$ cat src/logic/lpsc_params.svh
// Constants of the stop-mode controller
`ifndef LPSC_PARAMS_SVH
`define LPSC_PARAMS_SVH
`define LPSC_STOP_OPCODE 8'h8E
`define LPSC_WAIT_SHORT 256
`define LPSC_WAIT_LONG 4096
`define LPSC_CNT_W 12
`define LPSC_PRIO_SLEEP 2'h2
`define LPSC_PRIO_RESET 2'h3
`define LPSC_STACK_DEPTH 4
`define LPSC_SP_W 3
`endif

$ cat src/logic/lpsc_pkg.sv
// Types of the stop-mode controller
package lpsc_pkg;
  typedef enum logic [2:0] {
    LPSC_RUN = 3'b000,
    LPSC_CSLEEP = 3'b001,
    LPSC_DSLEEP = 3'b010,
    LPSC_STAB = 3'b011,
    LPSC_RTCWIN = 3'b100,
    LPSC_DROP = 3'b101
  } lpsc_state_t;
endpackage

$ cat src/logic/lpsc_stop_ctrl.sv
// Stop-mode controller: clocked-sleep, deep-sleep and wake-up sequencing
`timescale 1ns/1ps
`include "lpsc_params.svh"

// Function
// [RULE1] Stop enters deep or clocked sleep by flag
// [RULE2] Clocked sleep wakes only on counter irq, reset
// [RULE3] Counter wake: no wait, service at once
// [RULE4] Reset wake: wait before reset vector
// [RULE5] Sleep entry forces priority bits to 10
// [RULE6] Pending interrupt at entry wakes immediately
// [RULE7] Clocked sleep: only oscillator and counter run
// [RULE8] Flag set: watchdog gives no reset asleep
// [RULE9] Software keeps flag set through post-wake delay
// [RULE10] Deep sleep wake restarts oscillator, then waits
// [RULE11] After wait: service interrupt or fetch vector
// [RULE12] Deep sleep stops oscillator and peripherals
// [RULE13] Watchdog option picks reset or deep sleep
// [RULE14] Push priority, set level, restore on pop
// [RULE15] Opcode 8E decodes as stop
// [RULE16] Software reconfigures wake pin before stop
// [RULE17] Static input selects short or long wait
module lpsc_stop_ctrl
  import lpsc_pkg::*;
(
  // Clock and reset
  input wire logic clk_sys,
  input wire logic rst,
  input wire logic clk_en,
  // Instruction decode
  input wire logic opcode_valid,
  input wire logic [7:0] opcode,
  // Configuration
  input wire logic timer_irq_enable_flag,
  input wire logic long_wait_sel,
  input wire logic watchdog_enabled,
  input wire logic watchdog_stop_option,
  // Interrupt sources
  input wire logic irq_pending,
  input wire logic rtc_irq,
  input wire logic wake_pin,
  // Interrupt entry and return
  input wire logic irq_enter,
  input wire logic [1:0] irq_level,
  input wire logic irq_return,
  // Clock gating
  output logic osc_enable,
  output logic rtc_clk_enable,
  output logic periph_clk_enable,
  output logic cpu_clk_enable,
  // CPU and watchdog
  output logic [1:0] cc_prio,
  output logic service_irq,
  output logic fetch_reset_vec,
  output logic watchdog_hold,
  output logic watchdog_reset_req,
  output lpsc_state_t mode
);

  typedef struct packed {
    lpsc_state_t state;
    logic [`LPSC_CNT_W-1:0] cnt;
    logic cause_rst;
    logic just_in;
    logic [2:0] wsync;
    logic wake_lvl;
    logic [1:0] prio;
    logic [`LPSC_STACK_DEPTH-1:0][1:0] stk;
    logic [`LPSC_SP_W-1:0] sp;
    logic osc_en;
    logic rtc_en;
    logic per_en;
    logic cpu_en;
    logic wdg_hold;
    logic svc;
    logic fetch;
    logic wdg_rst;
  } lpsc_regs_t;

  lpsc_regs_t r_reg;
  lpsc_regs_t r_next;

  function automatic logic is_stop(input logic v, input logic [7:0] op);
    is_stop = v && (op == `LPSC_STOP_OPCODE);
  endfunction

  function automatic logic [`LPSC_CNT_W-1:0] wait_load(input logic lng);
    if (lng) begin
      wait_load = `LPSC_CNT_W'(`LPSC_WAIT_LONG - 1);
    end else begin
      wait_load = `LPSC_CNT_W'(`LPSC_WAIT_SHORT - 1);
    end
  endfunction

  logic stop_exec;
  logic cnt_done;

  assign stop_exec = is_stop(opcode_valid, opcode); // see [RULE15]
  assign cnt_done = (r_reg.cnt == '0);

  always_comb begin
    r_next = r_reg;
    r_next.svc = 1'b0;
    r_next.fetch = 1'b0;
    r_next.wdg_rst = 1'b0;
    r_next.just_in = 1'b0;
    // Pin filter: a change counts once stages two and three agree
    r_next.wsync = {r_reg.wsync[1:0], wake_pin};
    if (r_reg.wsync[2] == r_reg.wsync[1]) begin
      r_next.wake_lvl = r_reg.wsync[2];
    end
    // Priority stack; push wins if both arrive together
    if (irq_enter) begin
      if (r_reg.sp < `LPSC_SP_W'(`LPSC_STACK_DEPTH)) begin
        r_next.stk[r_reg.sp[1:0]] = r_reg.prio; // see [RULE14]
        r_next.sp = r_reg.sp + `LPSC_SP_W'(1);
      end
      r_next.prio = irq_level; // see [RULE14]
    end else if (irq_return && r_reg.sp != '0) begin
      r_next.sp = r_reg.sp - `LPSC_SP_W'(1);
      r_next.prio = r_reg.stk[r_next.sp[1:0]]; // see [RULE14]
    end
    if (r_reg.cnt != '0) begin
      r_next.cnt = r_reg.cnt - `LPSC_CNT_W'(1);
    end
    case (r_reg.state)
      LPSC_RUN: begin
        if (stop_exec) begin
          r_next.prio = `LPSC_PRIO_SLEEP; // see [RULE5]
          r_next.just_in = 1'b1;
          if (timer_irq_enable_flag) begin
            // Watchdog is held, so no reset from it here
            r_next.state = LPSC_CSLEEP; // see [RULE1] [RULE8]
            r_next.per_en = 1'b0; // see [RULE7]
            r_next.cpu_en = 1'b0;
            r_next.wdg_hold = 1'b1; // see [RULE8]
          end else if (watchdog_enabled && !watchdog_stop_option) begin
            r_next.wdg_rst = 1'b1; // see [RULE13]
            r_next.just_in = 1'b0;
          end else begin
            r_next.state = LPSC_DSLEEP; // see [RULE1] [RULE13]
            r_next.osc_en = 1'b0; // see [RULE12]
            r_next.rtc_en = 1'b0;
            r_next.per_en = 1'b0;
            r_next.cpu_en = 1'b0;
          end
        end
      end
      LPSC_CSLEEP: begin
        if (rtc_irq || (r_reg.just_in && irq_pending)) begin
          // No oscillator restart, so no wait
          r_next.state = LPSC_RTCWIN; // see [RULE2] [RULE3] [RULE6]
          r_next.svc = 1'b1; // see [RULE3]
          r_next.cnt = wait_load(long_wait_sel);
          r_next.per_en = 1'b1;
          r_next.cpu_en = 1'b1;
          r_next.wdg_hold = 1'b0;
        end
      end
      LPSC_DSLEEP: begin
        if (r_reg.wake_lvl || (r_reg.just_in && irq_pending)) begin
          r_next.state = LPSC_STAB; // see [RULE10] [RULE6]
          r_next.cause_rst = 1'b0;
          r_next.cnt = wait_load(long_wait_sel); // see [RULE17]
          r_next.osc_en = 1'b1; // see [RULE10]
        end
      end
      LPSC_STAB: begin
        if (cnt_done) begin
          r_next.state = LPSC_RUN;
          r_next.rtc_en = 1'b1;
          r_next.per_en = 1'b1;
          r_next.cpu_en = 1'b1;
          r_next.svc = !r_reg.cause_rst; // see [RULE11]
          r_next.fetch = r_reg.cause_rst; // see [RULE4] [RULE11]
        end
      end
      LPSC_RTCWIN: begin
        // Clearing the flag early drops to deep sleep for the rest
        if (cnt_done) begin
          r_next.state = LPSC_RUN;
        end else if (!timer_irq_enable_flag) begin
          r_next.state = LPSC_DROP; // see [RULE9]
          r_next.osc_en = 1'b0;
          r_next.rtc_en = 1'b0;
          r_next.per_en = 1'b0;
          r_next.cpu_en = 1'b0;
        end
      end
      LPSC_DROP: begin
        if (cnt_done) begin
          r_next.state = LPSC_RUN;
          r_next.osc_en = 1'b1;
          r_next.rtc_en = 1'b1;
          r_next.per_en = 1'b1;
          r_next.cpu_en = 1'b1;
        end
      end
      default: begin
        r_next.state = LPSC_RUN;
      end
    endcase
  end

  // Reset starts in the wait so the vector fetch follows a settled clock
  always_ff @(posedge clk_sys or posedge rst) begin
    if (rst) begin
      r_reg.state <= LPSC_STAB; // see [RULE4]
      r_reg.cnt <= `LPSC_CNT_W'(`LPSC_WAIT_LONG - 1);
      r_reg.cause_rst <= 1'b1;
      r_reg.just_in <= 1'b0;
      r_reg.wsync <= 3'h0;
      r_reg.wake_lvl <= 1'b0;
      r_reg.prio <= `LPSC_PRIO_RESET;
      r_reg.stk <= '0;
      r_reg.sp <= '0;
      r_reg.osc_en <= 1'b1;
      r_reg.rtc_en <= 1'b0;
      r_reg.per_en <= 1'b0;
      r_reg.cpu_en <= 1'b0;
      r_reg.wdg_hold <= 1'b0;
      r_reg.svc <= 1'b0;
      r_reg.fetch <= 1'b0;
      r_reg.wdg_rst <= 1'b0;
    end else if (clk_en) begin
      r_reg <= r_next;
    end
  end

  assign osc_enable = r_reg.osc_en;
  assign rtc_clk_enable = r_reg.rtc_en;
  assign periph_clk_enable = r_reg.per_en;
  assign cpu_clk_enable = r_reg.cpu_en;
  assign cc_prio = r_reg.prio;
  assign service_irq = r_reg.svc;
  assign fetch_reset_vec = r_reg.fetch;
  assign watchdog_hold = r_reg.wdg_hold;
  assign watchdog_reset_req = r_reg.wdg_rst;
  assign mode = r_reg.state;
endmodule

$ cat config.mk
export PLATFORM = sky130hd
export DESIGN_NAME = lpsc_stop_ctrl
export DESIGN_NICKNAME = d
export VERILOG_FILES = /design/src/logic/lpsc_pkg.sv /design/src/logic/lpsc_stop_ctrl.sv
export VERILOG_INCLUDE_DIRS = /design/src /design/src/logic
export SDC_FILE = /design/constraint.sdc
export NUM_CORES = 1
export LEC_CHECK = 0
export BUFFER_PORTS_ARGS = -buffer_cell sky130_fd_sc_hd__buf_4
export CAP_MARGIN = 20
export CORE_AREA = 2 2 52 91
export DETAILED_ROUTE_END_ITERATION = 8
export DIE_AREA = 0 0 54 93
export PLACE_DENSITY = 0.88
export REMOVE_ABC_BUFFERS = 1
export SYNTH_ARGS = -nofsm -noshare
export SYNTH_HDL_FRONTEND = slang
export SYNTH_SLANG_ARGS = --single-unit
$ cat constraint.sdc
create_clock -name clk_sys -period 5.45 [get_ports clk_sys]
set_input_delay 0 -clock clk_sys [delete_from_list [all_inputs] [get_ports clk_sys]]
set_output_delay 0 -clock clk_sys [all_outputs]
set_load 0.03 [all_outputs]
======== Yosys cells after proc, flatten, opt, wreduce, memory -nomap -nowiden ========
Index checks and enable logic that the tools add are counted.
operators by class
  add/sub/neg operators ................... 3
  order comparisons ....................... 4
  eq/ne operators ......................... 21
  mux-type cells .......................... 50
  reduce and logical (&&, ||, !) cells .... 28
operators with widths
  kind                     count
  $mux W3                  10
  $reduce_and A9 Y1        3
  $mux W12                 2
  $pmux W12 S2             1
  $mux W4                  5
  $ne A2 B2 Y1 const B     10
  $mux W2                  9
  $mux W16                 1
  $mux W15                 1
  $pmux W3 S5              1
  $logic_not A12 Y1        1
  $reduce_bool A12 Y1      1
  $sub A12 B1 Y12 const B  1
  $mux W1                  11
  $pmux W2 S5              1
  $reduce_and A3 Y1        3
  $bwmux W8                1
  $eq A8 B8 Y1 const B     1
  $pmux W1 S4              2
  $reduce_bool A4 Y1       2
  $reduce_and A7 Y1        1
  $eq A3 B2 Y1 const B     2
  $eq A3 B3 Y1 const B     2
  $lt A2 B3 Y1 const B     2
  22 further kinds         32
storage, ports and cells
  flip-flop bits (word level) ............. 42
  word-level logic and storage cells ...... 126

======== Depth between registers and ports, before layout ========
  depth after elaboration ................. 7
  mapped depth ............................ 8
  gate-level depth less buffers ........... 8

======== Worst setup path before layout ========
No wires, ideal clock.
  kind .................................... reg2reg
  from .................................... register r_reg[27] (netlist name)
  to ...................................... register r_reg (netlist bit periph_clk_enable)
  arrival time ............................ 1.672 ns
  data required time ...................... 5.325 ns
  setup slack ............................. 3.653 ns
  stages on the path, launching flop included .. 8
  path buffers ............................ 0
  cell sequence ........................... dfstp_2 > inv_1 > ha_1 > nor3b_1 > nand3_2 > o211a_1 > o21ai_2 > mux2_4
on the way
  word-level cells in the longest chain between the ends .. 3
  elaborated cells on any way between the ends .. 5
  classes of those cells .................. 3 x eq/ne; 2 x reduce/logical
ends and longest elaborated chain
  element                               line                   text
  start: declaration                    lpsc_stop_ctrl.sv:80   lpsc_regs_t r_reg;
  start signal: assignment              lpsc_stop_ctrl.sv:226  r_reg <= r_next;
  $logic_not A12 Y1 *                   lpsc_stop_ctrl.sv:99   assign cnt_done = (r_reg.cnt == '0);
  $ne A2 B2 Y1 (no source line)         --
  $reduce_and A9 Y1 (no source line) *  --
Mark *: on every way between the ends. The rest lies on a longest branch, timed or not.
A chain may end at the register's enable or synchronous reset.

======== Worst setup path after layout ========
Ends and elaborated chain as after synthesis.

==> parameters.txt <==
Parameter                              Value

Status
  Outcome    completed

Hold path
  Worst min-delay path startpoint    timer_irq_enable_flag
  Number of cells on the worst hold path    3
  Classification of the worst-slack hold path    input port to flip-flop
  Hold-critical path endpoint    r_reg[25]

Timing
  Relative slew margins    65.3%
  Hold Violations, Final    0
  Setup repair after global routing missed its margin    false
  Shortest clock period the worst path allows after layout    2190 ps
  Count of pins over their slew limit    0
  Final Setup Violations    0
  Sum of negative setup slack    0 ps
  Worst Max-Slew Pin Slew    521 ps
  Largest clock skew in the final design    7.05 ps
  Final worst-path cycle share    40.2%
  Achievable frequency    456 MHz
  Fin worst setup slack    3260 ps

Placed design
  Setup Slack @ Placement    3290 ps
  Placement Cell Area    0.00275 mm^2
  Half-perimeter wire length of the detailed placement result    3860 um
  Port Buffer Count    35
  Routability-driven placement congestion ratio    0.851

Clock tree
  Buffer count from post-CTS setup fixing    0
  CTS tree    built
  CTS clk-pin slew, worst paths    80 ps
  Clk buf depth    2
  Root buffer cell    sky130_fd_sc_hd__clkbuf_8
  Count of clock tree sinks    41
  Depth of the CTS H-tree    2
  CTS buffer count    5
  Clock Latency Late Sink    290 ps
  Hold-fix buffers, CTS    4
  Post-CTS resize count    0

Global routing
  Leftover overflow at the end of global routing    0
  Via count of the first global-routing pass    2,096
  First-pass GRT wire length    9140 um
  Combined global-route utilization of all metal layers    24.2%
  Pin count of the biggest net entering global routing    42
  Antenna violations before repair    0

Finish
  Number of nets at the end of the flow    318
  Post-route cell area    0.00291 mm^2
  Area delta synth->final    15.5%
  Max FFs per register    27
  Fillers    351
  Ant. Diodes    0
  Fraction of final layout cells sized beyond drive strength 1    32.2%
  Multi-input combinational cell area    0.00131 mm^2
  Sequential cell area in the final layout    0.00105 mm^2

Logic synthesis
  Yosys warns    0
  Share of the yosys chip area belonging to registers    41.7%
  Adder and majority gate portion of the synthesized area    3.48%
  Synth async-reset ratio    100%
  Dominant combinational cell family by area after synthesis    simple AND/OR/NAND/NOR gates
  Share of synthesized cell area in and, or, nand and nor gates    19.5%
  Synthesized flop and latch total    41
  Avg Inst Size Synth    9.79 um^2
  Count of flip-flops with a built-in enable after synthesis    0
  Library cell occupying the most area in the post-synthesis netlist    sky130_fd_sc_hd__dfrtp_1
  Post-synth design cell area    0.00252 mm^2
  Synthesized-area fraction occupied by ao, oa, aoi and oai cells    17.9%
  Most area-consuming cells after synthesis    sky130_fd_sc_hd__dfrtp_1 (23%), sky130_fd_sc_hd__dfstp_2 (19%), sky130_fd_sc_hd__mux2_2 (4.5%)
  Netlist cell types    64
  Xor-xnor portion of the synthesized cell area    2.78%
  Multiplexer share of the synthesized area    8.25%
  Number of instances in the synthesized netlist    257
  Primary flip-flop cell chosen by synthesis mapping    sky130_fd_sc_hd__dfrtp_1
  Top cell type's share of synthesized area    22.9%

Critical path
  Standard cell with the maximum stage delay on the critical path    sky130_fd_sc_hd__dfstp_2
  Worst reg2reg setup slack    3260 ps
  Slowest Stage Delay on Critical Path    370 ps
  Startpoint class of the critical path    flip-flop
  Worst setup startpoint    r_reg[27]
  Reg2Reg Launch Point    r_reg[27]
  Reg-to-reg critical path endpoint    periph_clk_enable
  CP required    5630 ps
  FF-to-FF path depth    7
  Cells along the critical path    inv_1 > ha_1 > nor3b_1 > nand3_2 > o211a_1 > o21ai_2 > mux2_4
  Path type of the worst setup path    flip-flop to flip-flop
  Worst setup EP type    flip-flop
  Data arrival at the endpoint of the critical path    2370 ps
  Maximum fanout along the worst path    12

Die
  Floorplan core area    0.00432 mm^2
  Total die area    0.00502 mm^2
  Starting density of the core    58.2%
  Number of standard-cell rows in the floorplan    32
  I/O pin cnt    36
  Chip height    93 um
  Width of the chip    54 um

Routing
  Wire length after detailed routing    5240 um
  Iter 0 DRT Violations    70
  Drt wl/cell    15.4 um
  Count of antenna-violating nets left after detailed routing    0
  Vias per cell    6.02
  Number of detailed-route iterations in the first pass    5
  Post-route DRC    0
  Via count of the routed design    2,047

Power
  Static Leakage    1.23 nW
  Total power divided by cell area    497 mW/mm^2
  Worst ir drop on vdd    0.335 mV

Flow run
  Maximum capacitance violations    0
report_power, final:
group / switching (W) / total, W / internal [W]
combinational: 0.000307 / 0.000579 / 0.000272
clock: 0.000102 / 0.000251 / 0.000149
sequential: 0.000156 / 0.000614 / 0.000458
total: 0.000565 / 0.00144 / 0.000880
Yosys cell counts (all sizes together) (2+ instances only):
master	count
nor3	7
nor2b	2
o2bb2ai	6
o21ai	23
nand2b	7
a22o	2
mux4	2
and2	2
o32a	2
nand2	26
clkbuf	3
nor4	4
nor2	17
a211oi	2
mux2i	2
dfrtp	23
a31o	2
nand3	9
mux2	12
a21oi	9
ha	7
xor2	2
nand4	3
xnor2	6
a31oi	6
buf	13
inv	15
a2bb2oi	2
dfstp	18
nor4b	2
or3	4
how the worst max path moves through the flow:
| stage | to | cells past startpoint |
|---|---|---|
| 6_report | periph_clk_enable | 7 |
| 2_1_floorplan | periph_clk_enable | 7 |
| 3_5_place_dp | periph_clk_enable | 7 |
| 4_1_cts | periph_clk_enable | 7 |
| 3_3_place_gp | periph_clk_enable | 7 |
| 5_1_grt | periph_clk_enable | 7 |
per-layer routing:
| metal | track usage, % | part of all wire, % | up-vias |
|---|---|---|---|
| met4 | 11.3 | 1.3 | 0 |
| met3 | 4.31 | 3.5 | 4 |
| li1 | - | - | 978 |
| met2 | 42.7 | 56 | 61 |
| met5 | 0 | 0 | - |
| met1 | 26.6 | 39 | 1004 |
critical path: cells and delay by family (launching register included):
| kind | cells | cell delay (ps) |
|---|---|---|
| simple gates | 2 | 620 |
| compound gates | 2 | 480 |
| flops | 1 | 370 |
| mux | 1 | 310 |
| fa+ha+maj | 1 | 200 |
| buf+inv | 1 | 100 |
area by class of cell:
cell class                 instances  share of cell area (%)
clock inverter                     2                    1.29
tap                               51                    2.20
inverter                          15                    1.94
clock buffer                       6                    2.84
sequential                        41                    36.1
timing repair buffer              40                    10.7
multi-input combinational        185                    45.0
cell families (layout without fill, tap and decap cells):
logic type,after synthesis,after routing
xor gates and xnor gates,8,8
muxes,16,16
and+or+nand+nor,89,89
AOI/OAI and AO/OA,65,65
DFF,41,41
adders and majority gates,7,7
buffers and inverters,31,63
cell usage in the layout, fill, tap and decap left out, types with 7 or more instances in the layout:
cell	n
sky130_fd_sc_hd__inv_1	14
sky130_fd_sc_hd__ha_1	7
sky130_fd_sc_hd__dfrtp_1	23
sky130_fd_sc_hd__a21oi_1	9
sky130_fd_sc_hd__buf_4	36
sky130_fd_sc_hd__nor2_1	16
sky130_fd_sc_hd__nand2_1	25
sky130_fd_sc_hd__nand2b_1	7
sky130_fd_sc_hd__mux2_2	10
sky130_fd_sc_hd__nand3_1	7
sky130_fd_sc_hd__nor3_1	7
sky130_fd_sc_hd__o21ai_0	21
sky130_fd_sc_hd__dfstp_2	18
per-stage QoR:
stage                     util, %  instances  total power (W)  hold WS (ps)
after floorplan                 -        241          0.00101          74.0
after global placement       63.5        328          0.00116           157
after detailed placement     63.5        328          0.00119           162
after CTS                    67.2        340          0.00145          50.5
after global routing         67.2        340          0.00155          74.8
final                        67.2        340          0.00144          57.2
Power figures use the tool's default switching activity.
